### config.mk
export PLATFORM = sky130hd
export DESIGN_NAME = wpr_router
export DESIGN_NICKNAME = d
export VERILOG_FILES = /design/src/wpr_pkg.sv /design/src/wpr_fifo.sv /design/src/wpr_router.sv
export VERILOG_INCLUDE_DIRS = /design/src
export SDC_FILE = /design/constraint.sdc
export NUM_CORES = 1
export LEC_CHECK = 0
export ABC_AREA = 1
export BUFFER_PORTS_ARGS = -buffer_cell sky130_fd_sc_hd__buf_2
export CELL_PAD_IN_SITES_DETAIL_PLACEMENT = 1
export CELL_PAD_IN_SITES_GLOBAL_PLACEMENT = 1
export CORE_ASPECT_RATIO = 1.4
export CORE_UTILIZATION = 25
export CTS_CLUSTER_DIAMETER = 150
export DETAILED_ROUTE_END_ITERATION = 10
export HOLD_SLACK_MARGIN = 0.06
export PLACE_DENSITY_LB_ADDON = 0.1
export SLEW_MARGIN = 20
export SYNTH_ARGS = -nofsm -noshare
export SYNTH_HDL_FRONTEND = slang
export SYNTH_HIERARCHICAL = 1
export SYNTH_SLANG_ARGS = --single-unit
### constraint.sdc
create_clock -name CORE_CLK_IN -period 8.3 [get_ports CORE_CLK_IN]
set_input_delay 0.415 -clock CORE_CLK_IN [delete_from_list [all_inputs] [get_ports CORE_CLK_IN]]
set_output_delay 0.415 -clock CORE_CLK_IN [all_outputs]
set_load 0.02 [all_outputs]
### src/wpr_defines.svh
// Constants for the wormhole packet router: widths, depths and field layout
`ifndef WPR_DEFINES_SVH
`define WPR_DEFINES_SVH

`define WPR_NPORTS     4
`define WPR_PORT_W     2
`define WPR_DATA_W     8
`define WPR_CHAR_W     10
`define WPR_FIFO_DEPTH 4
`define WPR_FIFO_PTR_W 2
`define WPR_FIFO_CNT_W 3

`endif

### src/wpr_pkg.sv
// Types shared by the wormhole packet router files
`include "wpr_defines.svh"

package wpr_pkg;

  // One link character: data, or an end marker when is_ctrl is set
  typedef struct packed {
    logic                    is_ctrl;  // 1: end-of-packet marker
    logic                    err;      // With is_ctrl: error end marker
    logic [`WPR_DATA_W-1:0]  data;     // Data character value
  } wpr_char_t;

  // Per-input packet state
  typedef enum logic {
    WPR_WAIT_HDR,
    WPR_FORWARD
  } wpr_state_t;

endpackage

### src/wpr_fifo.sv
// Small flip-flop FIFO with valid/ready on both sides
`timescale 1ns/1ps
`include "wpr_defines.svh"

module wpr_fifo #(
  parameter int WIDTH = `WPR_CHAR_W,
  parameter int DEPTH = `WPR_FIFO_DEPTH
) (
  input  wire logic             clk_in,
  input  wire logic             rst_n_in,
  input  wire logic             wr_valid_in,
  output logic                  wr_ready_out,
  input  wire logic [WIDTH-1:0] wr_data_in,
  output logic                  rd_valid_out,
  input  wire logic             rd_ready_in,
  output logic [WIDTH-1:0]      rd_data_out
);

  localparam int PW = $clog2(DEPTH);
  localparam int CW = $clog2(DEPTH + 1);

  logic [WIDTH-1:0] mem_q [DEPTH];
  logic [WIDTH-1:0] mem_d [DEPTH];
  logic [PW-1:0]    wr_ptr_q, wr_ptr_d, rd_ptr_q, rd_ptr_d;
  logic [CW-1:0]    count_q, count_d;
  logic             ready_q, ready_d;
  logic             push, pop;

  // Handshakes; ready is a flop, so a push is only taken with space left
  assign push         = wr_valid_in && ready_q;
  assign pop          = rd_ready_in && (count_q != '0);
  assign wr_ready_out = ready_q;
  assign rd_valid_out = (count_q != '0);
  assign rd_data_out  = mem_q[rd_ptr_q];

  // Next pointers, count and storage
  always_comb begin
    mem_d    = mem_q;
    wr_ptr_d = wr_ptr_q;
    rd_ptr_d = rd_ptr_q;
    count_d  = count_q;
    if (push) begin
      mem_d[wr_ptr_q] = wr_data_in;
      wr_ptr_d = (wr_ptr_q == PW'(DEPTH - 1)) ? '0 : wr_ptr_q + 1'b1;
    end
    if (pop) begin
      rd_ptr_d = (rd_ptr_q == PW'(DEPTH - 1)) ? '0 : rd_ptr_q + 1'b1;
    end
    if (push && !pop) begin
      count_d = count_q + 1'b1;
    end else if (pop && !push) begin
      count_d = count_q - 1'b1;
    end
    // Withholding ready is the flow-control credit toward the sender
    ready_d = (count_d < CW'(DEPTH));
  end

  // Registers
  always_ff @(posedge clk_in or negedge rst_n_in) begin
    if (!rst_n_in) begin
      for (int i = 0; i < DEPTH; i++) begin
        mem_q[i] <= '0;
      end
      wr_ptr_q <= '0;
      rd_ptr_q <= '0;
      count_q  <= '0;
      ready_q  <= 1'b1;
    end else begin
      mem_q    <= mem_d;
      wr_ptr_q <= wr_ptr_d;
      rd_ptr_q <= rd_ptr_d;
      count_q  <= count_d;
      ready_q  <= ready_d;
    end
  end
endmodule // wpr_fifo

### src/wpr_router.sv
// Wormhole packet router: per-input buffers, port allocation, forwarding
`timescale 1ns/1ps
`include "wpr_defines.svh"

module wpr_router (
  input  wire logic                       CORE_CLK_IN,
  input  wire logic                       RESET_N_IN,
  input  wire logic [`WPR_NPORTS-1:0]     IN_VALID_IN,
  input  wpr_pkg::wpr_char_t              IN_CHAR_IN [`WPR_NPORTS],
  output logic [`WPR_NPORTS-1:0]          IN_READY_OUT,
  output logic [`WPR_NPORTS-1:0]          OUT_VALID_OUT,
  output wpr_pkg::wpr_char_t              OUT_CHAR_OUT [`WPR_NPORTS],
  input  wire logic [`WPR_NPORTS-1:0]     OUT_READY_IN,
  input  wire logic [`WPR_NPORTS-1:0]     HDR_DELETE_IN,
  output logic [`WPR_NPORTS-1:0]          PORT_BUSY_OUT
);

  import wpr_pkg::*;

  localparam int NP = `WPR_NPORTS;
  localparam int PW = `WPR_PORT_W;

  // Per-input buffer heads
  logic [NP-1:0]       head_valid;
  wpr_char_t           head_char [NP];
  logic [NP-1:0]       pop;
  logic [NP-1:0]       grant;
  logic [PW-1:0]       req_port [NP];

  // Per-input packet state
  wpr_state_t          state_q [NP];
  wpr_state_t          state_d [NP];
  logic [PW-1:0]       tgt_q [NP];
  logic [PW-1:0]       tgt_d [NP];

  // Per-output allocation and output register
  logic [NP-1:0]       busy_q, busy_d;
  logic [PW-1:0]       owner_q [NP];
  logic [PW-1:0]       owner_d [NP];
  logic [NP-1:0]       out_valid_q, out_valid_d;
  wpr_char_t           out_char_q [NP];
  wpr_char_t           out_char_d [NP];
  logic [NP-1:0]       load_end;

  // One buffer per input; its ready is the link credit
  // Four deep covers the grant delay without holding whole packets
  for (genvar i = 0; i < NP; i++) begin : g_in
    wpr_fifo #(
      .WIDTH (`WPR_CHAR_W),
      .DEPTH (`WPR_FIFO_DEPTH)
    ) u_fifo (
      .clk_in       (CORE_CLK_IN),
      .rst_n_in     (RESET_N_IN),
      .wr_valid_in  (IN_VALID_IN[i]),
      .wr_ready_out (IN_READY_OUT[i]),
      .wr_data_in   (IN_CHAR_IN[i]),
      .rd_valid_out (head_valid[i]),
      .rd_ready_in  (pop[i]),
      .rd_data_out  (head_char[i])
    );
    // Leading identifier decoded straight from the buffer head
    assign req_port[i] = head_char[i].data[PW-1:0];
  end

  // Allocation: lowest input index wins a free output
  // Fixed priority is cheap, but a busy low input can starve higher ones
  always_comb begin
    logic taken;
    taken = 1'b0;
    grant = '0;
    for (int o = 0; o < NP; o++) begin
      taken = 1'b0;
      for (int i = 0; i < NP; i++) begin
        if (!taken && !busy_q[o] && state_q[i] == WPR_WAIT_HDR &&
            head_valid[i] && !head_char[i].is_ctrl &&
            req_port[i] == PW'(o)) begin
          taken    = 1'b1;
          grant[i] = 1'b1;
        end
      end
    end
  end

  // Next state of inputs, allocation and output registers
  always_comb begin
    logic [PW-1:0] o;
    o           = '0;
    state_d     = state_q;
    tgt_d       = tgt_q;
    busy_d      = busy_q;
    owner_d     = owner_q;
    out_valid_d = out_valid_q;
    out_char_d  = out_char_q;
    pop         = '0;
    load_end    = '0;
    // Taken output characters leave the register
    for (int k = 0; k < NP; k++) begin
      if (OUT_READY_IN[k]) begin
        out_valid_d[k] = 1'b0;
      end
    end
    for (int i = 0; i < NP; i++) begin
      unique case (state_q[i])
        WPR_WAIT_HDR: begin
          o = req_port[i];
          if (head_valid[i] && head_char[i].is_ctrl) begin
            // Stray marker with no header: drop, keep waiting
            pop[i] = 1'b1;
          end else if (grant[i]) begin
            busy_d[o]  = 1'b1;
            owner_d[o] = PW'(i);
            tgt_d[i]   = o;
            state_d[i] = WPR_FORWARD;
            // Deleted identifier is consumed, next character leads
            pop[i] = HDR_DELETE_IN[o];
          end
        end
        WPR_FORWARD: begin
          o = tgt_q[i];
          // Whole packet through one output, one char per cycle
          if (head_valid[i] && (!out_valid_q[o] || OUT_READY_IN[o])) begin
            pop[i]         = 1'b1;
            out_valid_d[o] = 1'b1;
            out_char_d[o]  = head_char[i];
            if (head_char[i].is_ctrl) begin
              // EOP and EEP both tear the connection down
              busy_d[o]   = 1'b0;
              load_end[o] = 1'b1;
              state_d[i]  = WPR_WAIT_HDR;
            end
          end
        end
      endcase
    end
  end

  // Registers; reset leaves all outputs free
  // A packet cut by reset is lost; its sender has to send it again
  always_ff @(posedge CORE_CLK_IN or negedge RESET_N_IN) begin
    if (!RESET_N_IN) begin
      for (int k = 0; k < NP; k++) begin
        state_q[k]    <= WPR_WAIT_HDR;
        tgt_q[k]      <= '0;
        owner_q[k]    <= '0;
        out_char_q[k] <= '0;
      end
      busy_q      <= '0;
      out_valid_q <= '0;
    end else begin
      state_q     <= state_d;
      tgt_q       <= tgt_d;
      busy_q      <= busy_d;
      owner_q     <= owner_d;
      out_valid_q <= out_valid_d;
      out_char_q  <= out_char_d;
    end
  end

  // Outputs straight from registers
  assign OUT_VALID_OUT = out_valid_q;
  assign OUT_CHAR_OUT  = out_char_q;
  assign PORT_BUSY_OUT = busy_q;

  // Outputs asked for by a waiting header, busy or not
  logic [NP-1:0]       hdr_wants;
  always_comb begin
    hdr_wants = '0;
    for (int i = 0; i < NP; i++) begin
      if (state_q[i] == WPR_WAIT_HDR && head_valid[i] &&
          !head_char[i].is_ctrl) begin
        hdr_wants[req_port[i]] = 1'b1;
      end
    end
  end

  // Checks per input
  for (genvar i = 0; i < NP; i++) begin : g_chk_in

  end

  // Checks per output
  for (genvar k = 0; k < NP; k++) begin : g_chk_out

  end
endmodule // wpr_router

==> results.py <==
metrics = {
    "route": {
        "drt_pass1_iterations": 5,
        "vias": 12400,
        "drcViolationCount": 0,
        "wire_per_inst_um": 19.5,
        "wl_met1_mm": 22.8,
        "highest_layer": "met4",
        "vias_per_cell": 4.69,
        "wl_met3_mm": 1.60,
        "ant_nets": 0,
        "wl_met2_mm": 25.9,
        "drtIter0Drc": 577,
        "drt_wl_total_mm": 51.6,
    },
    "placement": {
        "dp_hpwl_mm": 37.9,
        "port_buffers": 105,
        "placed_cell_area_sq_um": 15300,
        "gp_routability_congestion": 0.918,
    },
    "global_route": {
        "overflow": 0,
        "grt_use_total": 0.178,
        "grt_pass1_wl_mm": 80.5,
        "grt_pass1_vias": 13000,
        "antenna_found_initial": 0,
        "grt_start_max_net_pins": 169,
    },
    "worst_setup_path": {
        "start_kind": "flop",
        "worstSetupEndpointType": "flop",
        "r2r-end": "g_in[2].u_fifo/count_q[0]",
        "crit_cells": 20,
        "path_cells": "inv_1 -> o21ai_0 -> o22ai_1 -> nand3_1 -> nor3_1 -> nor2_1 -> nand2_1 -> nor2_1 -> nor2_1 -> nand2_1 -> nand2_1 -> o21ai_0 -> nand2_1 -> nand2_1 -> nand2_1 -> inv_2 -> ha_1 -> or2_2 -> nand3_1 -> o21ai_0",
        "cp_data_required_time_ps": 8770,
        "crit_top_cell": "nand2_1",
        "worstPathMaxFanout": 23,
        "crit_family": "simple AND/OR/NAND/NOR gates",
        "path_buf_inv": 2,
        "rrSetupSlack_ps": 3980,
        "rr_worst_depth": 20,
        "crit-reg2reg-launch": "g_in[0].u_fifo/rd_ptr_q[0]",
        "cpPeakStageDelay_ps": 650,
        "criticalPathCategory": "flop to flop",
        "critical_path_arrival_ps": 4790,
        "crit_slowest_cell": "dfrtp_1",
    },
    "floorplanning": {
        "initial_utilization": 0.254,
        "num_rows": 103,
        "ios": 106,
        "core_area_sq_um": 56700,
        "die_h_um": 286,
        "die_w_um": 205,
        "dieArea_sq_um": 58600,
    },
    "clocking": {
        "cts_tree": "yes",
        "holdBufCountCts": 1,
        "cts_setup_buffers": 0,
        "htreeDepth": 1,
        "clock-sinks": 252,
        "clock_latency_ps": 600,
        "clk_pin_slew_ps": 60,
        "post_cts_resized": 0,
        "clockBufferDepth": 3,
        "root_buffer": "clkbuf_16",
        "cts_buffers": 30,
    },
    "min_path": {
        "holdPathStages": 3,
        "holdPathEnd": "g_in[2].u_fifo/mem_q[5]",
        "hold_class": "primary input to flop",
        "hp-start": "IN_CHAR_IN[15]",
    },
    "yosys": {
        "syn_inst": 1828,
        "synth_cell_type_count": 40,
        "synth_area_leaders": "dfrtp_1, nand2_1, o21ai_2, o21ai_0, nor2_1",
        "yosys_warnings": 6,
        "syn_area_sq_um": 14400,
        "syn-num-nets": 1922,
        "yosysTopAreaCell": "dfrtp_1",
        "yosysSeqAreaShare": 0.438,
        "synth_seq_cells": 252,
        "syn_avg_cell_area_sq_um": 7.89,
        "synth_top_area_share": 0.431,
    },
    "timing": {
        "final.setup.tns_ps": 0,
        "worstMarginPinSlew_ps": 1080,
        "final_max_slew_viol_count": 0,
        "fin_skew_ps": 15.8,
        "grt_setup_unrepaired": "no",
        "fin_crit_sh": 0.521,
        "whs_ps": 148,
        "hold_viol": 0,
        "fmax_ghz": 0.231,
        "slew_headroom": 0.278,
        "final.min_clock_period_ps": 4320,
        "final-setup-viol-count": 0,
    },
    "pwr": {
        "sw_frac_of_total": 0.483,
        "seq_power_share": 0.315,
        "p_switching_uw": 3560,
        "p_leak_uw": 0.00811,
        "p_per_area_nw_per_um2": 449,
        "clkPwrFrac": 0.195,
        "ir_worst_vdd_mv": 0.162,
        "p_int_uw": 3810,
        "p_comb_frac": 0.490,
    },
    "layout": {
        "final_cell_mix": "nand2_1, dfrtp_1, nor2_1, inv_1, o21ai_0",
        "layout-drive-gt1-share": 0.174,
        "design_area_sq_um": 16400,
        "final_common_cell": "nand2_1",
        "diodes": 0,
        "syn_to_final_growth_pct": 13.9,
        "fin_nets": 1978,
    },
    "flow_run": {
        "drv_cap": 0,
    },
    "status": {
        "status": "finished clean",
    },
}
## state kept, by name, indices dropped and copies added (netlist names), named ones only
name                      count
g_in.u_fifo/rd_ptr_q          8
state_q                       4
tgt_q                         8
g_in.u_fifo/mem_q           160
g_in.u_fifo/wr_ready_out      4
g_in.u_fifo/count_q           8
OUT_CHAR_OUT                 40
g_in.u_fifo/wr_ptr_q          8
PORT_BUSY_OUT                 4
OUT_VALID_OUT                 4
## power groups by stage
stage	sequential [uW]	combinational (uW)	clock, uW
2_1_floorplan	2230	2540	0
3_3_place_gp	2340	3610	0
3_5_place_dp	2350	3670	0
4_1_cts	2330	3690	1500
5_1_grt	2400	4090	1530
6_report	2320	3610	1440
## area by class of cell
type	instances	area (sq um)
clock buffer	43	900
inverter	219	842
tap	735	920
fill	6887	40300
clock inverter	11	166
multi-input combinational	1267	6640
timing repair buffer	114	638
sequential	252	6310
## per-layer routing
| layer | global-route usage | up-vias |
|---|---|---|
| met4 | 0.0485 | 0 |
| met1 | 0.227 | 6078 |
| met2 | 0.316 | 166 |
| met3 | 0.0210 | 70 |
| li1 | - | 6075 |
| met5 | 0 | - |
## per-stage QoR
| step | instances | worst slack (ps) | total power (uW) | utilization |
|---|---|---|---|---|
| floorplan | 1828 | 5420 | 4770 | - |
| global placement | 2585 | 4080 | 5960 | 0.270 |
| detailed placement | 2585 | 3900 | 6030 | 0.270 |
| CTS | 2640 | 3880 | 7520 | 0.289 |
| global route | 2641 | 3520 | 8030 | 0.289 |
| finish | 2641 | 3980 | 7370 | 0.289 |
## cell families after synthesis
group                      share of synthesized area
buffers and inverters                          0.102
DFF                                            0.438
adders and majority gates                     0.0347
AOI/OAI and AO/OA                              0.202
and+or+nand+nor                                0.223
## how the worst max path moves through the flow
stage / from / end / slack, ps
floorplan: g_in[0].u_fifo/rd_ptr_q[1] / g_in[2].u_fifo/count_q[0] / 5420
global route: g_in[0].u_fifo/rd_ptr_q[0] / g_in[2].u_fifo/count_q[0] / 3520
detailed placement: g_in[0].u_fifo/rd_ptr_q[0] / g_in[2].u_fifo/count_q[0] / 3900
finish: g_in[0].u_fifo/rd_ptr_q[0] / g_in[2].u_fifo/count_q[0] / 3980
global placement: g_in[0].u_fifo/rd_ptr_q[0] / g_in[2].u_fifo/count_q[0] / 4080
CTS: g_in[0].u_fifo/rd_ptr_q[0] / g_in[2].u_fifo/count_q[0] / 3880
## synth_stat cells
| master | count |
|---|---|
| nand2_1 | 414 |
| dfrtp_1 | 248 |
| nor2_1 | 202 |
| inv_1 | 198 |
| o21ai_0 | 164 |
| o21ai_2 | 104 |
| nand3_1 | 83 |
| o21ai_1 | 66 |
| a21oi_1 | 44 |
| o22ai_1 | 42 |
| ha_1 | 40 |
| buf_2 | 37 |
| o211ai_1 | 30 |
| buf_6 | 26 |
| nand2_4 | 19 |
| inv_2 | 17 |
| nand4_1 | 15 |
| clkbuf_1 | 12 |
| a22oi_1 | 10 |
| buf_4 | 10 |
| clkbuf_2 | 5 |
| nand2_2 | 5 |
| dfstp_2 | 4 |
| inv_6 | 4 |
| nor2_2 | 4 |
| or2_2 | 4 |
| nand3b_1 | 3 |
| a31oi_1 | 2 |
| nand3_2 | 2 |
| nor3_1 | 2 |
| o2111ai_1 | 2 |
| o311ai_0 | 2 |
| a21oi_2 | 1 |
| and2_1 | 1 |
| and3_1 | 1 |
| nor2_4 | 1 |
| nor3_2 | 1 |
| nor3_4 | 1 |
| o21bai_1 | 1 |
| o221ai_1 | 1 |
## tightest hold or removal path, delay by kind of cell
kind            cells  cell delay (ps)
buf+inv             2              150
compound gates      1              130
No activity file was read; power rests on OpenSTA's default activity.
